<file path="src/rtl/mmc_pkg.sv">
// Constants, field layout and state types for the measurement mode control block.
// Assumes a single 20 MHz core clock.
package mmc_pkg;

  // Register map and field layout
  localparam logic [7:0] MMC_REG_ADDR      = 8'h26;
  localparam logic [7:0] MMC_REG_RESET     = 8'h00;
  localparam int         MMC_ACTIVE_BIT    = 0;
  localparam int         MMC_ONE_SHOT_BIT  = 1;
  localparam int         MMC_SOFT_RST_BIT  = 2;
  localparam int         MMC_OS_LSB        = 3;
  localparam int         MMC_OS_MSB        = 5;

  // Timing
  localparam int unsigned MMC_CLK_PERIOD_NS = 50;
  localparam int unsigned MMC_ONE_SECOND_NS = 1000000000;
  localparam int unsigned MMC_SECOND_CYCLES = MMC_ONE_SECOND_NS / MMC_CLK_PERIOD_NS;
  localparam int unsigned MMC_BOOT_CYCLES   = 16;
  localparam int          MMC_TICK_W        = 25;
  localparam int          MMC_SEC_W         = 16;
  localparam int          MMC_BOOT_W        = 8;

  typedef enum logic [4:0] {
    MMC_ST_STANDBY = 5'b00001,
    MMC_ST_ONESHOT = 5'b00010,
    MMC_ST_ACTIVE  = 5'b00100,
    MMC_ST_DRAIN   = 5'b01000,
    MMC_ST_BOOT    = 5'b10000
  } mmc_state_t;

  typedef struct packed {
    logic [2:0] oversample_exponent;
    logic       one_shot_trigger;
    logic       active_not_standby;
  } mmc_ctrl_t;

  typedef struct packed {
    mmc_state_t            state;
    mmc_ctrl_t             ctrl;
    logic                  soft_rst_pending;
    logic                  launch_req;
    logic                  meas_busy;
    logic [MMC_BOOT_W-1:0] boot_cnt;
    logic                  meas_start;
    logic                  active;
    logic                  block_reset;
    logic                  serial_reset;
    logic [7:0]            rdata;
    logic [7:0]            os_ratio;
  } mmc_top_state_t;

  typedef struct packed {
    logic [MMC_TICK_W-1:0] cyc;
    logic [MMC_SEC_W-1:0]  sec;
    logic                  expire;
  } mmc_timer_state_t;

endpackage

</file>
<file path="src/rtl/mmc_measurement_control.sv">
// Measurement mode control register: standby/active, one-shot, oversampling, soft reset.
// Assumes a same-clock register access port and a measurement engine with start/done.
`timescale 1ns/1ps
`default_nettype none

module mmc_measurement_control #(
  parameter int unsigned SECOND_CYCLES = mmc_pkg::MMC_SECOND_CYCLES,
  parameter int unsigned BOOT_CYCLES   = mmc_pkg::MMC_BOOT_CYCLES
) (
  input  wire logic       core_clk_i,
  input  wire logic       reset_n_i,
  input  wire logic       reg_wr_i,
  input  wire logic       reg_rd_i,
  input  wire logic [7:0] reg_addr_i,
  input  wire logic [7:0] reg_wdata_i,
  output logic      [7:0] reg_rdata_o,
  input  wire logic [3:0] acq_interval_exponent_i,
  input  wire logic       meas_done_i,
  output logic            meas_start_o,
  output logic            active_o,
  output logic      [2:0] oversample_exponent_o,
  output logic      [7:0] oversample_ratio_o,
  output logic            boot_busy_o,
  output logic            block_reset_o,
  output logic            serial_reset_o
);

  mmc_pkg::mmc_top_state_t s_reg;
  mmc_pkg::mmc_top_state_t s_next;
  logic                    period_expire;
  logic                    wr_hit;
  logic                    w_rst;
  logic                    w_ost;
  logic                    w_act;

  ////////////////////////////////////////////////////////////////////////////
  // Periodic timer

  // Restart on the launching edge so starts stay 2^step seconds plus one cycle apart
  mmc_interval_timer #(
    .TICK_CYCLES (SECOND_CYCLES)
  ) u_timer (
    .core_clk_i  (core_clk_i),
    .reset_n_i   (reset_n_i),
    .run_i       (s_reg.state == mmc_pkg::MMC_ST_ACTIVE),
    .restart_i   (s_next.meas_start),
    .exponent_i  (acq_interval_exponent_i),
    .expire_o    (period_expire)
  );

  ////////////////////////////////////////////////////////////////////////////
  // Control logic

  function automatic logic [7:0] os_ratio(input logic [2:0] e);
    os_ratio = 8'h01 << e;
  endfunction

  function automatic logic [7:0] read_value(input mmc_pkg::mmc_ctrl_t c);
    read_value = 8'h00;
    read_value[mmc_pkg::MMC_OS_MSB:mmc_pkg::MMC_OS_LSB] = c.oversample_exponent;
    read_value[mmc_pkg::MMC_ONE_SHOT_BIT]               = c.one_shot_trigger;
    read_value[mmc_pkg::MMC_ACTIVE_BIT]                 = c.active_not_standby;
  endfunction

  assign wr_hit = reg_wr_i && (reg_addr_i == mmc_pkg::MMC_REG_ADDR);
  assign w_rst  = reg_wdata_i[mmc_pkg::MMC_SOFT_RST_BIT];
  assign w_ost  = reg_wdata_i[mmc_pkg::MMC_ONE_SHOT_BIT];
  assign w_act  = reg_wdata_i[mmc_pkg::MMC_ACTIVE_BIT];

  always_comb begin
    s_next            = s_reg;
    s_next.meas_start = 1'b0;
    if (meas_done_i) begin
      s_next.meas_busy = 1'b0;
    end
    case (s_reg.state)
      mmc_pkg::MMC_ST_STANDBY: begin
        if (wr_hit && w_rst) begin
          s_next.soft_rst_pending = 1'b1;
          s_next.state            = mmc_pkg::MMC_ST_DRAIN;
        end else if (wr_hit) begin
          s_next.ctrl.oversample_exponent =
            reg_wdata_i[mmc_pkg::MMC_OS_MSB:mmc_pkg::MMC_OS_LSB];
          s_next.ctrl.active_not_standby  = w_act;
          s_next.ctrl.one_shot_trigger    = w_ost;
          s_next.launch_req               = w_ost;
          if (w_act) begin
            s_next.state = mmc_pkg::MMC_ST_ACTIVE;
          end else if (w_ost) begin
            s_next.state = mmc_pkg::MMC_ST_ONESHOT;
          end
        end
      end
      mmc_pkg::MMC_ST_ACTIVE: begin
        if (wr_hit && w_rst) begin
          s_next.soft_rst_pending        = 1'b1;
          s_next.ctrl.active_not_standby = 1'b0;
          s_next.launch_req              = 1'b0;
          s_next.state                   = mmc_pkg::MMC_ST_DRAIN;
        end else if (wr_hit) begin
          // only mode and one-shot bits change while active
          s_next.ctrl.active_not_standby = w_act;
          s_next.ctrl.one_shot_trigger   = w_ost;
          // trigger stays set in active mode
          if (w_ost && !s_reg.ctrl.one_shot_trigger) begin
            s_next.launch_req = 1'b1;
          end
          if (!w_act) begin
            s_next.launch_req = w_ost;
            s_next.state      = w_ost ? mmc_pkg::MMC_ST_ONESHOT : mmc_pkg::MMC_ST_STANDBY;
          end
        end else if (period_expire) begin
          s_next.launch_req = 1'b1;
        end
      end
      mmc_pkg::MMC_ST_ONESHOT: begin
        if (wr_hit && w_rst) begin
          s_next.soft_rst_pending = 1'b1;
          s_next.launch_req       = 1'b0;
          s_next.state            = mmc_pkg::MMC_ST_DRAIN;
        end else if (meas_done_i && s_reg.meas_busy && !s_reg.launch_req) begin
          s_next.ctrl.one_shot_trigger = 1'b0;
          s_next.state                 = mmc_pkg::MMC_ST_STANDBY;
        end
      end
      mmc_pkg::MMC_ST_DRAIN: begin
        s_next.launch_req = 1'b0;
        if (!s_reg.meas_busy) begin
          s_next.boot_cnt = '0;
          s_next.state    = mmc_pkg::MMC_ST_BOOT;
        end
      end
      mmc_pkg::MMC_ST_BOOT: begin
        s_next.ctrl       = mmc_pkg::mmc_ctrl_t'(mmc_pkg::MMC_REG_RESET[4:0]);
        s_next.launch_req = 1'b0;
        s_next.boot_cnt   = s_reg.boot_cnt + mmc_pkg::MMC_BOOT_W'(1);
        if (s_reg.boot_cnt == mmc_pkg::MMC_BOOT_W'(BOOT_CYCLES - 1)) begin
          // request bit cleared at boot end
          s_next.soft_rst_pending = 1'b0;
          s_next.state            = mmc_pkg::MMC_ST_STANDBY;
        end
      end
      default: begin
        s_next.state = mmc_pkg::MMC_ST_STANDBY;
      end
    endcase
    // Launch one measurement at a time
    if (s_next.launch_req && !s_next.meas_busy && s_next.state != mmc_pkg::MMC_ST_DRAIN
        && s_next.state != mmc_pkg::MMC_ST_BOOT) begin
      s_next.meas_start = 1'b1;
      s_next.meas_busy  = 1'b1;
      s_next.launch_req = 1'b0;
    end
    s_next.active = (s_next.state == mmc_pkg::MMC_ST_ACTIVE)
                 || (s_next.state == mmc_pkg::MMC_ST_ONESHOT);
    s_next.block_reset  = (s_next.state == mmc_pkg::MMC_ST_BOOT);
    s_next.serial_reset = (s_next.state == mmc_pkg::MMC_ST_BOOT);
    s_next.os_ratio     = os_ratio(s_next.ctrl.oversample_exponent);
    s_next.rdata = (reg_rd_i && reg_addr_i == mmc_pkg::MMC_REG_ADDR)
                 ? read_value(s_reg.ctrl) : 8'h00;
  end

  always_ff @(posedge core_clk_i or negedge reset_n_i) begin
    if (!reset_n_i) begin
      s_reg          <= '0;
      s_reg.state    <= mmc_pkg::MMC_ST_STANDBY;
      s_reg.os_ratio <= 8'h01;
    end else begin
      s_reg <= s_next;
    end
  end

  assign reg_rdata_o           = s_reg.rdata;
  assign meas_start_o          = s_reg.meas_start;
  assign active_o              = s_reg.active;
  assign oversample_exponent_o = s_reg.ctrl.oversample_exponent;
  assign oversample_ratio_o    = s_reg.os_ratio;
  assign boot_busy_o           = s_reg.soft_rst_pending;
  assign block_reset_o         = s_reg.block_reset;
  assign serial_reset_o        = s_reg.serial_reset;

endmodule // mmc_measurement_control
`default_nettype wire

</file>
<file path="src/rtl/mmc_interval_timer.sv">
// Periodic acquisition timer: one pulse every 2^exponent seconds while running.
// Assumes exponent is held steady while running.
`timescale 1ns/1ps
`default_nettype none
module mmc_interval_timer #(
  parameter int unsigned TICK_CYCLES = mmc_pkg::MMC_SECOND_CYCLES
) (
  input  wire logic       core_clk_i,
  input  wire logic       reset_n_i,
  input  wire logic       run_i,
  input  wire logic       restart_i,
  input  wire logic [3:0] exponent_i,
  output logic            expire_o
);

  mmc_pkg::mmc_timer_state_t s_reg;
  mmc_pkg::mmc_timer_state_t s_next;

  // 2^exponent seconds, minus one
  function automatic logic [mmc_pkg::MMC_SEC_W-1:0] last_second(input logic [3:0] e);
    last_second = (mmc_pkg::MMC_SEC_W'(1) << e) - mmc_pkg::MMC_SEC_W'(1);
  endfunction

  always_comb begin
    s_next        = s_reg;
    s_next.expire = 1'b0;
    if (!run_i || restart_i) begin
      s_next.cyc = '0;
      s_next.sec = '0;
    end else if (s_reg.cyc == mmc_pkg::MMC_TICK_W'(TICK_CYCLES - 1)) begin
      s_next.cyc = '0;
      if (s_reg.sec == last_second(exponent_i)) begin
        s_next.sec    = '0;
        s_next.expire = 1'b1;
      end else begin
        s_next.sec = s_reg.sec + mmc_pkg::MMC_SEC_W'(1);
      end
    end else begin
      s_next.cyc = s_reg.cyc + mmc_pkg::MMC_TICK_W'(1);
    end
  end

  always_ff @(posedge core_clk_i or negedge reset_n_i) begin
    if (!reset_n_i) begin
      s_reg <= '0;
    end else begin
      s_reg <= s_next;
    end
  end

  assign expire_o = s_reg.expire;

endmodule // mmc_interval_timer
`default_nettype wire

</file>
<file path="config.mk">
export PLATFORM = sky130hd
export DESIGN_NAME = mmc_measurement_control
export DESIGN_NICKNAME = d
export VERILOG_FILES = /design/src/rtl/mmc_pkg.sv /design/src/rtl/mmc_measurement_control.sv /design/src/rtl/mmc_interval_timer.sv
export SDC_FILE = /design/constraint.sdc
export NUM_CORES = 1
export LEC_CHECK = 0
export ABC_AREA = 1
export ABC_CLOCK_PERIOD_IN_PS = 4100
export BUFFER_PORTS_ARGS = -buffer_cell sky130_fd_sc_hd__buf_2
export CAP_MARGIN = 40
export CORE_MARGIN = 5
export CORE_UTILIZATION = 30
export CTS_CLUSTER_SIZE = 8
export DETAILED_ROUTE_END_ITERATION = 6
export GPL_TIMING_DRIVEN = 0
export HOLD_SLACK_MARGIN = 0.05
export PLACE_DENSITY = 0.53
export SLEW_MARGIN = 20
export SYNTH_ARGS = -nofsm -noshare
export SYNTH_HDL_FRONTEND = slang
export SYNTH_SLANG_ARGS = --single-unit
</file>
<file path="constraint.sdc">
create_clock -name core_clk_i -period 4.1 [get_ports core_clk_i]
set_input_delay 0.41 -clock core_clk_i [delete_from_list [all_inputs] [get_ports core_clk_i]]
set_output_delay 0.41 -clock core_clk_i [all_outputs]
set_load 0.01 [all_outputs]
</file>
==> results of run 1 <==
==> worst register-to-register path, cell delays in order (launching register included) <==
cell     delay, ps
dfrtp_1        410
ha_1           190
nand2_1         80
inv_2           70
nand3_2         70
nor2_2         140
nand3_2        170
inv_1          130
nand4_1        420
nand2_2        240
buf_6          200
nor2_2          50
==> per-stage QoR <==
stage          power [mW]  std cells  area [sq um]  setup slack, ps  hold slack [ps]
6_report             2.00        959          5780             1640              373
5_1_grt              2.11        959          5780             1330              362
4_1_cts              2.03        959          5780             1640              355
3_5_place_dp         1.13        942          5440             1270              346
3_3_place_gp         1.13        941          5410             1260              456
2_1_floorplan        1.04        683          4930             1860              114
==> final timing paths <==
path | startpoint | endpoint | slack [ps] | cells after the start
min in group asynchronous | reset_n_i | s_reg[26]$_DFFE_PN0P_ | 520 | 2
max in group asynchronous | reset_n_i | oversample_ratio_o[0]$_DFF_PN1_ | 2960 | 3
setup reg to reg | u_timer.s_reg[17]$_DFF_PN0_ | u_timer.s_reg[22]$_DFF_PN0_ | 1810 | 11
hold / removal | reg_wdata_i[0] | s_reg[31]$_DFFE_PN0P_ | 370 | 3
hold reg to reg | s_reg[27]$_DFFE_PN0P_ | s_reg[27]$_DFFE_PN0P_ | 470 | 1
setup / recovery | acq_interval_exponent_i[2] | u_timer.s_reg[9]$_DFFE_PN0P_ | 1640 | 14
==> layout by cell type, fill, tap and decap left out, types with 5 or more instances in the layout <==
cell type    n
clkbuf_16    9
nor2_2      16
xor2_1      23
nand4_1     27
nand3_1     47
clkbuf_1     5
nand3_2      5
inv_1       95
nor2_1     103
nor3_1      14
dfrtp_1     77
buf_2       45
xnor2_1      5
o21ai_0     24
a21oi_1     15
nand2_1    154
buf_4       22
==> area by class of cell <==
class / count / area (sq um) / share of cell area (%)
inverters: 100 / 377 / 6.52
flip-flops and latches: 79 / 1980 / 34.3
plain buffers: 32 / 211 / 3.66
clock buffers: 9 / 225 / 3.90
repair buffers: 44 / 250 / 4.33
multi-input cells: 472 / 2360 / 40.8
well taps: 216 / 270 / 4.68
clock inverters: 7 / 105 / 1.82
==> power breakdown <==
group / switching (mW) / internal, mW / leakage, nW
clock: 0.339 / 0.541 / 0.158
sequential: 0.0208 / 0.809 / 1.09
combinational: 0.188 / 0.0976 / 1.55
total: 0.548 / 1.45 / 2.80
==> routing by layer <==
metal	up-vias	global-route usage, %	routed length [um]
li1	2259	-	-
met1	1941	16.5	5410
met2	62	19.1	5160
met3	11	3.21	458
met4	0	3.43	155
met5	-	0	0
==> timing repair <==
item / CTS / global route
endpoints found under the hold margin: 23 / 0
hold buffers: 1 / 0
resized for setup: 0 / 0
==> logic make-up (layout without fill, tap and decap cells) <==
kind of cell	count (synthesis)	after routing	share of synthesized area, %
xor gates and xnor gates	28	28	4.98
AOI/OAI and AO/OA	54	54	6.33
buffers and inverters	132	192	12.0
other	1	3	0.0762
DFF	79	79	40.2
and+or+nand+nor	383	383	35.4
adders and majority gates	4	4	1.02
==> reports/metrics.yaml, run 1 <==
period_share_pct: 60.1
synth-main-ff-cell: "dfrtp_1"
slew_headroom_pct: 65.5
period_needed_ps: 2460
tns_ps: 0
drive_gt1_share_pct: 16.8
worst-path-max-fanout: 10
yosys_warnings: 0
syn2layout_area_growth_pct: 17.4
clock-root-buffer: "clkbuf_16"
hpwl_mm: 8.48
core_sq_um: 16000
groute.usage.overall_pct: 12.1
fmax_ghz: 0.406
crit_path_start_kind: "input pin"
drc: 0
largest_reg_flops: 41
nNetsFinal: 767
ys_ff_latch: 79
syn_area_per_cell_sq_um: 7.22
syn-cell-area_sq_um: 4920
rsz0062_at_grt: "no"
htreeDepth: 3
rows: 46
fillers: 1736
syn_inst: 681
tightest_slew_ps: 516
synthTopCellsByCount: "154 x nand2_1, 103 x nor2_1, 95 x inv_1, 77 x dfrtp_1, 47 x nand3_1"
path_common_cell: "nor2_1"
cts_tree: "done"
synth_area_leader_cell: "dfrtp_1"
drv_cap: 0
grt_max_degree: 57
hold_class: "input pin to register"
power.leakage_nw: 2.80
peakVddDrop_v: 0.000183
power_density_nw_per_um2: 345
path_clk_slew_ps: 60
cts_buffers: 9
wirelength_mm: 11.2
worst-path-buf-inv: 2
netlist.area_leader.share_pct: 39.2
synth_area_leaders: "dfrtp_1 39%, nand2_1 12%, nor2_1 7.9%, inv_1 7.2%, nand3_1 4.8%"
post_cts_buffers: 0
grt_pass1_wl_mm: 19.3
clock_skew_ps: 6.18
worst_path_largest_cell_delay_ps: 400
postLayoutCoreUtil_pct: 36.1
wire_per_inst_um: 11.7
yosysMostFrequentCell: "nand2_1"
async_flop_share_pct: 100
grt_pass1_vias: 4013
antenna_found_initial: 0
antenna_left: 0
clock_path_buffers: 2
diodes: 0
drt_iter0_markers: 275
die_w_um: 138
drv_slew: 0
status: "complete, no violations"
clk_latency_ps: 340
required_ps: 4330
critPathTopFamily: "simple AND/OR/NAND/NOR gates"
seq_area_frac_synth_pct: 40.2
initial_utilization_pct: 30.7
cp_cell_sequence: "buf_2, nor2_1, nand2_1, ha_1, clkbuf_1, xor2_1, o21ai_0, nand3_1, nor2_1, nand3_1, nor2_1, nand2_1, nand2_2, nor2_1"
die_h_um: 138
cts.sinks: 79
hold_viol_final: 0
setup_viol: 0
synth.distinct_cells: 45
slowest_stage: "nor2_1"
die-area_sq_um: 19100
gp_congestion: 0.851
grt_overflow: 0
vias: 4273
critical_path_arrival_ps: 2690
numPortBuffers: 42
worst-setup-path-type: "input pin to register"
crit_path_end_kind: "register"
first_pass_iters: 4
synth_edf_count: 0
io_pins: 49
avgViaCountPerCell: 4.46
Power figures use the tool's default switching activity.
==> run 2, diff against run 1 <==
Settings changed: ABC_CLOCK_PERIOD_IN_PS 4100 to 2000, PLACE_DENSITY 0.53 to 0.55.
Clock period 4.1 ns to 2 ns, I/O delays scaled along.
==> reports/metrics.yaml, run 2 (synthesized netlist as in run 1, its figures left out) <==
initial_utilization_pct: 30.7  # unchanged
crit_path_end_kind: "register"
rows: 46  # unchanged
worst-path-max-fanout: 5  # -5
cts.sinks: 79  # unchanged
power.leakage_nw: 2.92  # +4.4%
power_density_nw_per_um2: 653  # +89%
ff2ff_setup_slack_ps: 70  # -1740 ps
grt_pass1_vias: 4135  # +3.0%
gp_congestion: 0.879  # +3.4%
drt_iter0_markers: 242  # -12%
drc: 0  # unchanged
first_pass_iters: 5  # +1
period_needed_ps: 1930
required_ps: 2280  # -2050 ps
largest_reg_flops: 41  # unchanged
drive_gt1_share_pct: 21.7  # +4.8 points
grt_overflow: 0  # unchanged
critical_path_arrival_ps: 2210  # -480 ps
clk_latency_ps: 350  # about the same
crit_path_start_kind: "register"
nNetsFinal: 787  # +2.6%
die_w_um: 138  # unchanged
syn2layout_area_growth_pct: 24.5
rsz0062_at_grt: "yes"
hold_class: "input pin to register"
slowest_stage: "dfrtp_2"
die_h_um: 138  # unchanged
clock_path_buffers: 2  # unchanged
wire_per_inst_um: 11.8  # +1.6%
worst-path-buf-inv: 4  # +2
antenna_found_initial: 0  # unchanged
avgViaCountPerCell: 4.51  # +1.2%
setup_viol: 0  # unchanged
final_cell_mix: "147 x nand2_1, 97 x nor2_1, 95 x inv_1, 76 x dfrtp_1, 45 x nand3_1"
final_common_cell: "nand2_1"
worst-setup-path-type: "register to register"
peakVddDrop_v: 0.000425  # +130%
cts_tree: "done"
cts_buffers: 9  # unchanged
path_clk_slew_ps: 60  # about the same
htreeDepth: 3  # unchanged
cp_cell_sequence: "nor2_4, buf_12, nand3_2, nor2_4, inv_1, a21oi_1, a21oi_2, nand3_4, nand2_8, inv_8, nand2_8, clkbuf_16, nor2_2"
hold_viol_final: 0  # unchanged
fmax_ghz: 0.518
io_pins: 49  # unchanged
postLayoutCoreUtil_pct: 38.3  # +2.2 points
hold_slack_ps: 158  # -215 ps
core_sq_um: 16000  # unchanged
status: "complete, no violations"
drv_slew: 0  # unchanged
clock-root-buffer: "clkbuf_16"
grt_pass1_wl_mm: 19.5  # +0.97%
numPortBuffers: 42  # unchanged
drv_cap: 0  # unchanged
hpwl_mm: 8.46  # -0.19%
clock_skew_ps: 6.60  # +0.418 ps
worst_path_largest_cell_delay_ps: 440  # +40 ps
die-area_sq_um: 19100  # unchanged
grt_max_degree: 57  # unchanged
wirelength_mm: 11.6  # +3.6%
critPathTopFamily: "simple AND/OR/NAND/NOR gates"
period_share_pct: 96.5
vias: 4409  # +3.2%
diodes: 0  # unchanged
antenna_left: 0  # unchanged
groute.usage.overall_pct: 12.2  # +0.090 points
-- run 2: changes by cell type in the layout (fill, tap and decap cells not counted), moves of 3 or more --
cell	before	now
nand2_1	154	147
nor2_4	4	12
nand2_2	2	7
nor2_1	103	97
buf_4	22	42
nand3_4	1	4
-- run 2: power by group --
group	total, mW	switching, mW	leakage [nW]	internal, mW
logic	0.667	0.416	1.70	0.250
registers	1.70	0.0460	1.09	1.66
clock network	1.63	0.634	0.135	0.994
-- run 2: worst paths after layout --
path                                                    to             startpoint  cells after the start
setup / recovery               u_timer.s_reg[22]$_DFF_PN0_    s_reg[38]$_DFF_PN0_                     13
hold / removal                       s_reg[31]$_DFFE_PN0P_         reg_wdata_i[0]                      3
max in group asynchronous  oversample_ratio_o[0]$_DFF_PN1_              reset_n_i                      3
setup reg to reg               u_timer.s_reg[22]$_DFF_PN0_    s_reg[38]$_DFF_PN0_                     13
hold reg to reg                      s_reg[27]$_DFFE_PN0P_  s_reg[27]$_DFFE_PN0P_                      1
min in group asynchronous            s_reg[20]$_DFFE_PN0P_              reset_n_i                      2
-- run 2: worst reg2reg max path, stage by stage, from the launching register on --
cell	delay, ps
dfrtp_2	440
nor2_4	140
buf_12	120
nand3_2	80
nor2_4	140
inv_1	90
a21oi_1	220
a21oi_2	80
nand3_4	120
nand2_8	80
inv_8	70
nand2_8	60
clkbuf_16	160
nor2_2	70
-- run 2: routing by layer --
metal,track usage [%],up-vias,part of all wire [%]
met5,0,-,0
met4,4.06,0,1.5
met3,3.76,18,4.4
met2,18.7,66,46
met1,16.5,2037,48
li1,-,2288,-
-- run 2: repair_timing --
item	in CTS	in global routing
hold endpoints to repair	23	0
resized for setup	11	36
cloned	0	1
buffers inserted	5	17
hold buffers	1	0
pin swaps	1	22
endpoints found under the setup margin	37	39
-- run 2: final cells by class --
class | instances | area, sq um
clock inverter | 3 | 45.0
tap | 216 | 270
sequential | 79 | 1980
fill | 1712 | 9870
clock buffer | 12 | 246
buffer | 29 | 218
inverter | 100 | 390
timing repair buffer | 67 | 457
multi-input combinational | 472 | 2520
-- run 2: metrics by stage --
step | power, mW | cells | setup TNS [ps] | area [sq um] | worst slack, ps
floorplan | 2.13 | 683 | 0 | 4930 | 46.2
global placement | 2.31 | 941 | -13880 | 5410 | -631
detailed placement | 2.32 | 942 | -12240 | 5440 | -571
CTS | 4.00 | 963 | -8.02 | 5830 | -8.02
global route | 4.23 | 978 | -793 | 6130 | -60.3
finish | 4.00 | 978 | 0 | 6130 | 69.7
